--- config.mk ---
export PLATFORM = sky130hd
export DESIGN_NAME = rot_unit
export DESIGN_NICKNAME = d
export VERILOG_FILES = /design/src/hw/rot_pkg.sv /design/src/hw/rot_unit.sv /design/src/hw/rot_compute.sv
export SDC_FILE = /design/constraint.sdc
export NUM_CORES = 1
export LEC_CHECK = 0
export ABC_CLOCK_PERIOD_IN_PS = 1800
export BUFFER_PORTS_ARGS = -buffer_cell sky130_fd_sc_hd__buf_2
export CAP_MARGIN = 20
export CORE_MARGIN = 2
export CORE_UTILIZATION = 49
export CTS_CLUSTER_DIAMETER = 60
export DETAILED_ROUTE_END_ITERATION = 8
export HOLD_SLACK_MARGIN = 0.03
export PLACE_DENSITY = 0.91
export SLEW_MARGIN = 30
export SYNTH_ARGS = -nofsm -noshare
export SYNTH_HDL_FRONTEND = slang
export SYNTH_SLANG_ARGS = --single-unit
--- constraint.sdc ---
create_clock -name REF_CLK -period 1.8 [get_ports REF_CLK]
set_input_delay 0.27 -clock REF_CLK [delete_from_list [all_inputs] [get_ports REF_CLK]]
set_output_delay 0.27 -clock REF_CLK [all_outputs]
set_load 0.01 [all_outputs]
--- src/hw/rot_pkg.sv ---
// Package: opcode fields, phase encoding and access-bank address constants of the rotate-right unit.
// Assumes a core that presents one 16-bit instruction word per instruction cycle.
// Function
// RULE1: Through-carry rotate: shift right, bit 0 to carry, old carry to bit 7, update C/N/Z.
// RULE2: Destination bit 0 writes result to working accumulator; file register untouched.
// RULE3: Destination bit 1, the default, writes result back to addressed file register.
// RULE4: Bank bit 0 resolves the operand address in the access bank, ignoring bank pointer.
// RULE5: Bank bit 1 resolves the operand address in the bank given by bank pointer.
// RULE6: Circular rotate: each bit moves one lower, bit 0 copied to bit 7, carry kept.
// RULE7: Circular rotate updates only negative and zero flags from the result.
// RULE8: Circular rotate opcode is 0100 00 then destination, bank and 8-bit address.
// RULE9: Through-carry rotate opcode is 0011 00 then destination, bank and 8-bit address.
// RULE10: One word, one cycle: decode Q1, read Q2, process Q3, write Q4.
package rot_pkg;
  localparam logic [5:0] OPC_RR_CARRY    = 6'h0C;
  localparam logic [5:0] OPC_RR_CIRCULAR = 6'h10;
  localparam int         OPC_HI          = 15;
  localparam int         OPC_LO          = 10;
  localparam int         DEST_BIT        = 9;
  localparam int         BANK_BIT        = 8;
  localparam int         MSB             = 7;
  localparam logic [3:0] ACCESS_BANK     = 4'h0;
  localparam logic [7:0] ACCESS_SPLIT    = 8'h80;
  localparam logic [3:0] ACCESS_HI_BANK  = 4'hF;
  localparam logic [7:0] ZERO8           = 8'h00;
  localparam logic [11:0] ZERO12         = 12'h000;

  typedef enum logic [3:0] {
    PH_Q1 = 4'b0001,
    PH_Q2 = 4'b0010,
    PH_Q3 = 4'b0100,
    PH_Q4 = 4'b1000
  } phase_t;
endpackage

--- src/hw/rot_unit.sv ---
// Rotate-right execution unit: decode, operand fetch, rotate and write-back over four phases.
// Assumes the register file answers OPND_DATA combinationally-registered by the next phase.
`timescale 1ns/1ps
module rot_unit (
  // Clock and reset
  input  wire logic        REF_CLK,
  input  wire logic        SYS_RST,
  input  wire logic        CLK_EN,
  // Instruction
  input  wire logic [15:0] INSTR,
  input  wire logic [3:0]  BANK_SELECT_POINTER,
  input  wire logic        CARRY_IN,
  // Operand read port
  output logic [11:0]      OPND_ADDR,
  output logic             OPND_RD,
  input  wire logic [7:0]  OPND_DATA,
  // Result write port
  output logic [11:0]      WR_ADDR,
  output logic [7:0]       WR_DATA,
  output logic             WR_FILE,
  output logic             WR_WORKING_ACCUMULATOR,
  // Flags
  output logic             FLAG_C,
  output logic             FLAG_N,
  output logic             FLAG_Z,
  output logic             FLAG_C_WE,
  output logic             FLAG_NZ_WE,
  output logic             BUSY
);
  import rot_pkg::*;

  typedef struct packed {
    phase_t      ph;
    logic        valid;
    logic        thru;
    logic        dest;
    logic [11:0] addr;
    logic [7:0]  opnd;
    logic [7:0]  res;
    logic        c;
    logic        n;
    logic        z;
    logic        rd;
    logic        wr_f;
    logic        wr_w;
    logic        c_we;
    logic        nz_we;
  } state_t;

  state_t s_q;
  state_t s_d;

  logic [7:0] k_res;
  logic       k_c;
  logic       k_n;
  logic       k_z;

  rot_compute u_kernel (
    .operand      (s_q.opnd),
    .carry_in     (CARRY_IN),
    .through_carry(s_q.thru),
    .result       (k_res),
    .carry_out    (k_c),
    .negative     (k_n),
    .zero         (k_z)
  );

  always_comb begin
    s_d       = s_q;
    s_d.rd    = 1'b0;
    s_d.wr_f  = 1'b0;
    s_d.wr_w  = 1'b0;
    s_d.c_we  = 1'b0;
    s_d.nz_we = 1'b0;
    case (s_q.ph)
      PH_Q1: begin
        s_d.ph    = PH_Q2; // RULE10
        s_d.valid = (INSTR[OPC_HI:OPC_LO] == OPC_RR_CIRCULAR) || // RULE8
                    (INSTR[OPC_HI:OPC_LO] == OPC_RR_CARRY);      // RULE9
        s_d.thru  = (INSTR[OPC_HI:OPC_LO] == OPC_RR_CARRY);      // RULE9
        s_d.dest  = INSTR[DEST_BIT];
        if (INSTR[BANK_BIT]) begin
          s_d.addr = {BANK_SELECT_POINTER, INSTR[7:0]}; // RULE5
        end else if (INSTR[7:0] < ACCESS_SPLIT) begin
          s_d.addr = {ACCESS_BANK, INSTR[7:0]}; // RULE4
        end else begin
          s_d.addr = {ACCESS_HI_BANK, INSTR[7:0]}; // RULE4
        end
        s_d.rd = s_d.valid;
      end
      PH_Q2: begin
        s_d.ph   = PH_Q3; // RULE10
        s_d.opnd = OPND_DATA;
      end
      PH_Q3: begin
        s_d.ph  = PH_Q4; // RULE10
        s_d.res = k_res;
        s_d.c   = k_c;
        s_d.n   = k_n;
        s_d.z   = k_z;
        s_d.wr_f  = s_q.valid && s_q.dest;  // RULE3
        s_d.wr_w  = s_q.valid && !s_q.dest; // RULE2
        s_d.c_we  = s_q.valid && s_q.thru;  // RULE1 RULE6
        s_d.nz_we = s_q.valid;              // RULE7
      end
      PH_Q4: begin
        s_d.ph    = PH_Q1; // RULE10
        s_d.valid = 1'b0;
      end
      default: begin
        s_d.ph    = PH_Q1;
        s_d.valid = 1'b0;
      end
    endcase
  end

  always_ff @(posedge REF_CLK) begin
    if (SYS_RST) begin
      s_q <= '{ph: PH_Q1, addr: ZERO12, opnd: ZERO8, res: ZERO8, default: 1'b0};
    end else if (CLK_EN) begin
      s_q <= s_d;
    end
  end

  // Write strobes pulse in Q4 only; WR_FILE is gated by the destination bit, so the file register is untouched on accumulator writes
  assign OPND_ADDR              = s_q.addr;
  assign OPND_RD                = s_q.rd;
  assign WR_ADDR                = s_q.addr;
  assign WR_DATA                = s_q.res;
  assign WR_FILE                = s_q.wr_f;
  assign WR_WORKING_ACCUMULATOR = s_q.wr_w;
  assign FLAG_C                 = s_q.c;
  assign FLAG_N                 = s_q.n;
  assign FLAG_Z                 = s_q.z;
  assign FLAG_C_WE              = s_q.c_we;
  assign FLAG_NZ_WE             = s_q.nz_we;
  assign BUSY                   = s_q.valid;
endmodule // rot_unit

--- src/hw/rot_compute.sv ---
// Combinational rotate kernel: result and carry/negative/zero for both rotate kinds.
// Assumes the caller registers the outputs.
`timescale 1ns/1ps
module rot_compute (
  // Operand
  input  wire logic [7:0] operand,
  input  wire logic       carry_in,
  input  wire logic       through_carry,
  // Result
  output logic [7:0]      result,
  output logic            carry_out,
  output logic            negative,
  output logic            zero
);
  import rot_pkg::*;
  always_comb begin
    if (through_carry) begin
      result    = {carry_in, operand[MSB:1]}; // RULE1
      carry_out = operand[0];                 // RULE1
    end else begin
      result    = {operand[0], operand[MSB:1]}; // RULE6
      carry_out = carry_in;                     // RULE6
    end
    negative = result[MSB]; // RULE7
    zero     = (result == ZERO8); // RULE7
  end
endmodule // rot_compute

# Yosys cells after proc, flatten, opt, wreduce, memory -nomap -nowiden
# Index checks and enable logic that the tools add are counted.
# Widths: inputs -> output; s select.
dict set report classes {
  order_cmp 1
  eq_ne 5
  muxes 8
  bitwise 1
  n_reduce_logical 11
}
# cell n
set ops {}
lappend ops {{$mux 12} 2}
lappend ops {{$pmux 4 s3} 1}
lappend ops {{$logic_not 8->1} 1}
lappend ops {{$lt 8x8->1 const B} 1}
lappend ops {{$mux 8} 1}
lappend ops {{$reduce_and 2->1} 4}
lappend ops {{$eq 6x4->1 const B} 1}
lappend ops {{$eq 6x5->1 const B} 1}
lappend ops {{$eq 4x1->1 const B} 1}
lappend ops {{$eq 4x2->1 const B} 1}
lappend ops {{$eq 4x3->1 const B} 1}
lappend ops {{$mux 4} 1}
lappend ops {{$logic_and 1x1->1} 3}
lappend ops {{$mux 1} 2}
lappend ops {{$pmux 1 s2} 1}
lappend ops {{$reduce_or 2->1} 1}
lappend ops {{$logic_not 1->1} 1}
lappend ops {{$logic_or 1x1->1} 1}
lappend ops {{$not 1->1} 1}
dict set report word_totals {
  register_bits 43
  out_inout_bits 41
}

# Logic depth before layout (Yosys ltp)
# Gate-level depths: netlist of the first run.
dict set report depth {
  depth_word 4
  ltp_mapped 6
}

# Modules after synthesis
# Synthesis of the first run repeated with hierarchy kept, for this count alone.
dict set report hier_totals {
  hier_cells 251
  area_unflattened_um2 2100.8
}
# mod instances cells_per_inst area_per_inst_um2 seq_area_each_um2
set modules_own_cells {}
lappend modules_own_cells {rot_unit 1 238 1994.4 860.8}
lappend modules_own_cells {rot_compute 1 13 106.4 0.0}

# Least setup slack after synthesis of the first run
# No wires, ideal clock.
dict set report synth_path {
  path_kind {reg-to-reg}
  from {reg s_q[41] (netlist bit)}
  to {reg s_q[16] (netlist bit)}
  setup_time_ps 132
  arrival_ps 1241
  required_time_ps 1668
  path_slack_ps 426
  path_stages_with_launch 6
  synth_period_minus_slack_ps 1374
  path_cell_list {dfxtp_1 buf_2 or4b_1 buf_2 o21ai_1 a21oi_1}
}
dict set report synth_via {
  elab_chain_len 2
}
# element line_no
set synth_lines {}
lappend synth_lines {{from (decl)} rot_unit.sv:50} ;# state_t s_q;
lappend synth_lines {{from (signal assigned)} rot_unit.sv:119} ;# s_q <= '{ph: PH_Q1, addr: ZERO12, opnd: ZERO8, res: ZERO8, default: 1'b0};
lappend synth_lines {{from (signal assigned)} rot_unit.sv:121} ;# s_q <= s_d;
lappend synth_lines {{$eq 4x2->1} rot_unit.sv:75} ;# case (s_q.ph)
lappend synth_lines {{$reduce_and 2->1 (no source line)} -}
# No other way between the ends.
# A chain may end at the register's enable or synchronous reset.

# Worst setup path in the final report of the first run
dict set report layout_path {
  from {reg s_q[39] (netlist bit)}
  to {reg s_q (netlist bit OPND_ADDR[4])}
}
dict set report layout_via {
  elab_chain_len 2
}
# element line_no
set layout_lines {}
lappend layout_lines {{$eq 4x1->1} rot_unit.sv:75}
lappend layout_lines {{$reduce_and 2->1 (no source line)} -}
# No other way between the ends.

==> impl_metrics.env, run 1 <==
export IMPL_grtUsageTotal=0.2079
export IMPL_period_minus_slack_ns=1.554
export IMPL_root_buffer="clkbuf_8"
export IMPL_grt_pass1_vias=1628
export IMPL_drtIter0Drc=120
export IMPL_die_w_um=67.94
export IMPL_largest_reg_flops=14
export IMPL_grt_setup_unrepaired="false"
export IMPL_cts_tree="done"
export IMPL_syn_inst=235
export IMPL_clock_latency_ns=0.29
export IMPL_cts_made_buffers=5
export IMPL_grt_pass1_wl_um=7258
export IMPL_critPathLaunchType="flop"
export IMPL_core_area_mm2=0.003971
export IMPL_power_density_mw_per_mm2=887.6
export IMPL_comb_power_share=0.139
export IMPL_cts_buffer_depth=2
export IMPL_syn_area_mm2=0.002003
export IMPL_antenna_found_initial=0
export IMPL_regMostFlops="s_q"
export IMPL_clkPwrFrac=0.363
export IMPL_avgViaCountPerCell=5.636
export IMPL_io_pin_count=73
export IMPL_cts_clk_slew_worst_paths_ns=0.08
export IMPL_ff2ff_setup_slack_ns=0.25
export IMPL_final_common_cell="buf_2"
export IMPL_slew_headroom=0.6735
export IMPL_setup_viol=0
export IMPL_p_leak_nw=0.9422
export IMPL_hp_class="input pin to flop"
export IMPL_crit_fanout=11
export IMPL_tightest_slew_ns=0.4877
export IMPL_antennaDiodeCount=0
export IMPL_overflow=0
export IMPL_hold_buffers=0
export IMPL_dr_pass1_iters=4
export IMPL_area_growth_pct=12.43
export IMPL_worstPathRequired_ns=2.03
export IMPL_wire_per_inst_um=14.37
export IMPL_hpwl_um=3347
export IMPL_finalHoldViolations=0
export IMPL_drtAntennaViolNets=0
export IMPL_fin_util=0.5671
export IMPL_rr_worst_depth=4
export IMPL_finalSetupTns_ns=0
export IMPL_synth_seq_area_share=0.4197
export IMPL_regArea_um2=840.8
export IMPL_multi_input_area_um2=810.8
export IMPL_ys_seq_elements=42
export IMPL_cap_violations=0
export IMPL_switching_share=0.2519
export IMPL_fp_row_count=23
export IMPL_p_int_mw=1.495
export IMPL_mostFrequentLayoutCells="buf_2, dfxtp_1, a21oi_1"
export IMPL_r2r_start="s_q[39]"
export IMPL_switchingPower_mw=0.5036
export IMPL_avgSynthCellArea_um2=8.524
export IMPL_cts_setup_buffers=0
export IMPL_drive_gt1_frac=0.3321
export IMPL_ir_worst_vdd_v=0.0004583
export IMPL_htree_levels=2
export IMPL_clock_sinks=42
export IMPL_die_height_um=67.94
export IMPL_place_congestion=0.8273
export IMPL_hold_end="OPND_ADDR[0]"
export IMPL_vias=1809
export IMPL_grt_max_degree=25
export IMPL_synth_cell_types=32
export IMPL_clock_fmax_mhz=643.7
export IMPL_hold_path_depth=3
export IMPL_criticalPathCategory="flop to flop"
export IMPL_start_util=0.5044
export IMPL_finalWirelength_um=4614
export IMPL_pwr_share_seq=0.498
export IMPL_worstSetupEndpointType="flop"
export IMPL_crit_arrival_ns=1.78
export IMPL_nFillCells=349
export IMPL_min_delay_start="INSTR[0]"
export IMPL_post_cts_resized=0
export IMPL_fin_crit_sh=0.8631
export IMPL_finalNetCount=302
export IMPL_status="finished, final reports clean"
export IMPL_finClkSkew_ns=0.008111
export IMPL_maxSlewViolCount=0
export IMPL_portBuffers=72
export IMPL_rr_endpoint="OPND_ADDR[4]"
export IMPL_ys_warn_count=0
export IMPL_post_route_drc_count=0
export IMPL_synth_nets=267
export IMPL_die_area_mm2=0.004616
-- logic make-up (layout without fill, tap and decap cells) --
logic type | Yosys count | count (layout) | share of synthesized area
flops | 42 | 42 | 0.4197
xor+xnor | 1 | 1 | 0.004373
compound gates | 76 | 76 | 0.2124
simple gates | 58 | 58 | 0.1780
mux | 2 | 2 | 0.009994
buf+inv | 56 | 92 | 0.1755
-- power by group through the flow --
stage / Sequential, mW / Clock [mW] / Combinational, mW
finish: 0.995 / 0.726 / 0.278
global route: 1.00 / 0.769 / 0.306
CTS: 0.995 / 0.732 / 0.276
detailed placement: 1.02 / 0 / 0.275
global placement: 1.01 / 0 / 0.268
floorplan: 1.01 / 0 / 0.229
-- layout make-up --
| cell class | count | share of cell area |
|---|---|---|
| clock inverter | 1 | 0.01333 |
| clock buffer | 7 | 0.03389 |
| tap | 50 | 0.02778 |
| sequential | 42 | 0.3733 |
| inverter | 5 | 0.008333 |
| timing repair buffer | 79 | 0.1833 |
| multi-input combinational | 137 | 0.3600 |
-- synth_stat cells, drive strengths merged --
master | instances | area share
o31a | 1 | 0.0044
nand4bb | 1 | 0.0056
a22oi | 2 | 0.0075
nand3 | 28 | 0.070
dfxtp | 42 | 0.42
nor3 | 5 | 0.012
a2111oi | 4 | 0.017
nor3b | 1 | 0.0037
a21oi | 37 | 0.092
or4b | 2 | 0.010
a31oi | 1 | 0.0031
and3b | 1 | 0.0044
o211ai | 2 | 0.010
a311oi | 2 | 0.0087
buf | 42 | 0.15
nand4 | 4 | 0.012
nor2 | 2 | 0.0037
o21ai | 26 | 0.065
xor2 | 1 | 0.0044
nor4b | 2 | 0.024
nor2b | 1 | 0.0031
nor4 | 3 | 0.0094
mux2i | 2 | 0.010
o31ai | 1 | 0.0037
nand2 | 7 | 0.013
inv | 5 | 0.0094
and4bb | 1 | 0.0062
clkbuf | 9 | 0.017
-- layer usage --
metal	vias up	part of all wire	global-route usage	wire, µm
met5	-	0	0	0
met4	0	0.022	0.09000	100
met3	12	0.058	0.05428	269
met2	67	0.51	0.3483	2349
met1	850	0.41	0.2503	1894
li1	880	-	-	-
-- worst max-delay path by stage --
stage	cells after the start	to	slack, ns	from
after floorplan	5	s_q[16]	0.43	s_q[41]
after global placement	4	OPND_ADDR[3]	0.31	s_q[39]
after detailed placement	4	OPND_ADDR[4]	0.27	s_q[39]
after CTS	3	WR_DATA[4]	0.25	s_q[41]
after global routing	4	OPND_ADDR[4]	0.14	s_q[39]
final	4	OPND_ADDR[4]	0.25	s_q[39]
-- stage by stage --
stage	setup WS, ns	cell area, µm²	total power, mW	cells	hold slack, ns
after floorplan	0.4264	2003	1.240	235	0.4177
after global placement	0.3090	2146	1.283	313	0.4501
after detailed placement	0.2656	2146	1.292	313	0.4572
after CTS	0.2457	2252	2.003	321	0.2212
after global routing	0.1360	2252	2.076	321	0.2266
final	0.2464	2252	1.999	321	0.2243
-- critical path, cell delays in order, from the launching register on --
cell      delay [ns]
dfxtp_1         0.50
and4bb_1        0.53
buf_4           0.23
nand3_1         0.08
a21oi_1         0.14
Note: power is estimated with default switching activity, not from simulation.
==> inputs of run 2 (changes only) <==
--- a/config.mk
+++ b/config.mk
@@ -9,11 +9,11 @@
 export BUFFER_PORTS_ARGS = -buffer_cell sky130_fd_sc_hd__buf_2
 export CAP_MARGIN = 20
 export CORE_MARGIN = 2
-export CORE_UTILIZATION = 49
+export CORE_UTILIZATION = 51
+export CTS_BUF_LIST = sky130_fd_sc_hd__clkbuf_4 sky130_fd_sc_hd__clkbuf_8
 export CTS_CLUSTER_DIAMETER = 60
 export DETAILED_ROUTE_END_ITERATION = 8
-export HOLD_SLACK_MARGIN = 0.03
-export PLACE_DENSITY = 0.91
+export PLACE_DENSITY = 0.94
 export SLEW_MARGIN = 30
 export SYNTH_ARGS = -nofsm -noshare
 export SYNTH_HDL_FRONTEND = slang
==> run 2 against run 1 <==
Net effect: highest routed layer unchanged; cell count is 0.62% lower; worst hold slack got worse by 0.0024 ns; sequential cell count unchanged; count of clock-buffer cells in the layout grew 1; clock skew up 0.0012 ns; core utilization grew 3.9 points; first-iteration DRC count is 4.2% lower; register-to-register slack worse by 0.02 ns.
==> impl_metrics.env, run 2 (synthesized netlist as in run 1, its figures left out) <==
export IMPL_finalNetCount=302
export IMPL_r2r_start="s_q[41]"
export IMPL_crit_arrival_ns=1.74
export IMPL_hpwl_um=3161
export IMPL_cts_clk_slew_worst_paths_ns=0.08
export IMPL_worstPathRequired_ns=1.96
export IMPL_fp_row_count=22
export IMPL_final_common_cell="buf_2"
export IMPL_clock_sinks=42
export IMPL_clock_latency_ns=0.30
export IMPL_crit_fanout=8
export IMPL_htree_levels=2
export IMPL_finalHoldViolations=0
export IMPL_period_minus_slack_ns=1.578
export IMPL_hp_class="input pin to flop"
export IMPL_cts_tree="done"
export IMPL_setup_viol=0
export IMPL_largest_reg_flops=14
export IMPL_vias=1813
export IMPL_core_area_mm2=0.003716
export IMPL_grt_max_degree=30
export IMPL_min_delay_start="INSTR[9]"
export IMPL_root_buffer="clkbuf_8"
export IMPL_avgViaCountPerCell=5.683
export IMPL_place_congestion=0.8536
export IMPL_rr_worst_depth=3
export IMPL_finClkSkew_ns=0.009291
export IMPL_cap_violations=0
export IMPL_mostFrequentLayoutCells="buf_2, dfxtp_1, a21oi_1"
export IMPL_slew_headroom=0.6467
export IMPL_portBuffers=72
export IMPL_io_pin_count=73
export IMPL_overflow=0
export IMPL_clock_fmax_mhz=633.9
export IMPL_ff2ff_setup_slack_ns=0.22
export IMPL_grt_pass1_wl_um=7383
export IMPL_start_util=0.5391
export IMPL_antennaDiodeCount=0
export IMPL_area_growth_pct=12.49
export IMPL_antenna_found_initial=0
export IMPL_rr_endpoint="WR_DATA[0]"
export IMPL_grtUsageMet2=0.3650
export IMPL_finalSetupTns_ns=0
export IMPL_cts_made_buffers=5
export IMPL_grt_setup_unrepaired="false"
export IMPL_drtIter0Drc=115
export IMPL_post_cts_resized=0
export IMPL_path_delay_family="simple AND/OR/NAND/NOR gates"
export IMPL_regMostFlops="s_q"
export IMPL_slowest_stage="or4b_1"
export IMPL_cp_startpoint="s_q[41]"
export IMPL_drive_gt1_frac=0.3395
export IMPL_finalWirelength_um=4539
export IMPL_die_w_um=66.67
export IMPL_ir_worst_vdd_v=0.0005387
export IMPL_power_density_mw_per_mm2=878.6
export IMPL_hold_path_depth=3
export IMPL_worst_hold_slack_ns=0.2219
export IMPL_slowest_delay_ns=0.64
export IMPL_cts_buffer_depth=2
export IMPL_timing_final_ws_setup_ns=0.2225
export IMPL_critPathLaunchType="flop"
export IMPL_nFillCells=315
export IMPL_die_area_mm2=0.004445
export IMPL_maxSlewViolCount=0
export IMPL_grtUsageTotal=0.2189
export IMPL_use_met1=0.2677
export IMPL_p_leak_nw=0.9473
export IMPL_post_route_drc_count=0
export IMPL_top_usage_layer="met2"
export IMPL_drtAntennaViolNets=0
export IMPL_hold_buffers=0
export IMPL_dr_pass1_iters=4
export IMPL_tightest_slew_ns=0.5300
export IMPL_pre_cts_slack_ns=0.2645
export IMPL_criticalPathCategory="flop to flop"
export IMPL_die_height_um=66.67
export IMPL_wire_per_inst_um=14.23
export IMPL_path_buf_inv=0
export IMPL_hold_end="s_q[36]"
export IMPL_grt_pass1_vias=1616
export IMPL_use_met3=0.05236
export IMPL_cts_setup_buffers=0
export IMPL_status="finished, final reports clean"
export IMPL_cp_cell_sequence="or4b_1 > o21ai_1 > a21oi_1"
export IMPL_fin_crit_sh=0.8764
export IMPL_worstSetupEndpointType="flop"
-- run 2: layer usage --
layer / part of all wire / up-vias
met5: 0 / -
met4: 0.022 / 0
met3: 0.070 / 9
met2: 0.49 / 67
met1: 0.42 / 851
li1: - / 886
-- run 2: layout make-up --
class	instances	area (µm²)	share of cell area
sequential	42	840.8	0.3731
multi-input combinational	137	810.8	0.3598
timing repair buffer	79	412.9	0.1832
clock buffer	8	110.1	0.04886
tap	48	60.06	0.02665
inverter	5	18.77	0.008329
-- run 2: worst max-delay path by stage --
stage | cells past startpoint | slack, ns | end
final | 3 | 0.22 | WR_DATA[0]
after global routing | 3 | 0.11 | WR_DATA[0]
after CTS | 3 | 0.25 | WR_DATA[0]
after detailed placement | 3 | 0.26 | WR_DATA[0]
after global placement | 3 | 0.29 | WR_DATA[6]
after floorplan | 5 | 0.43 | s_q[16]
-- run 2: power breakdown --
part | leakage [nW] | switching, mW | internal (mW)
clock network | 0.0575 | 0.320 | 0.387
logic | 0.549 | 0.160 | 0.117
registers | 0.341 | 0.0321 | 0.964
total | 0.947 | 0.512 | 1.47
-- run 2: worst register-to-register path, stage by stage, from the launching register on --
cell     delay, ns
dfxtp_1       0.52
or4b_1        0.64
o21ai_1       0.20
a21oi_1       0.08
-- run 2: stage by stage --
stage | utilization | std cells | cell area (µm²) | power (mW)
floorplan | - | 235 | 2003 | 1.240
detailed placement | 0.5768 | 311 | 2143 | 1.290
global route | 0.6064 | 319 | 2253 | 2.051
finish | 0.6064 | 319 | 2253 | 1.980
CTS | 0.6064 | 319 | 2253 | 1.978
global placement | 0.5768 | 311 | 2143 | 1.282
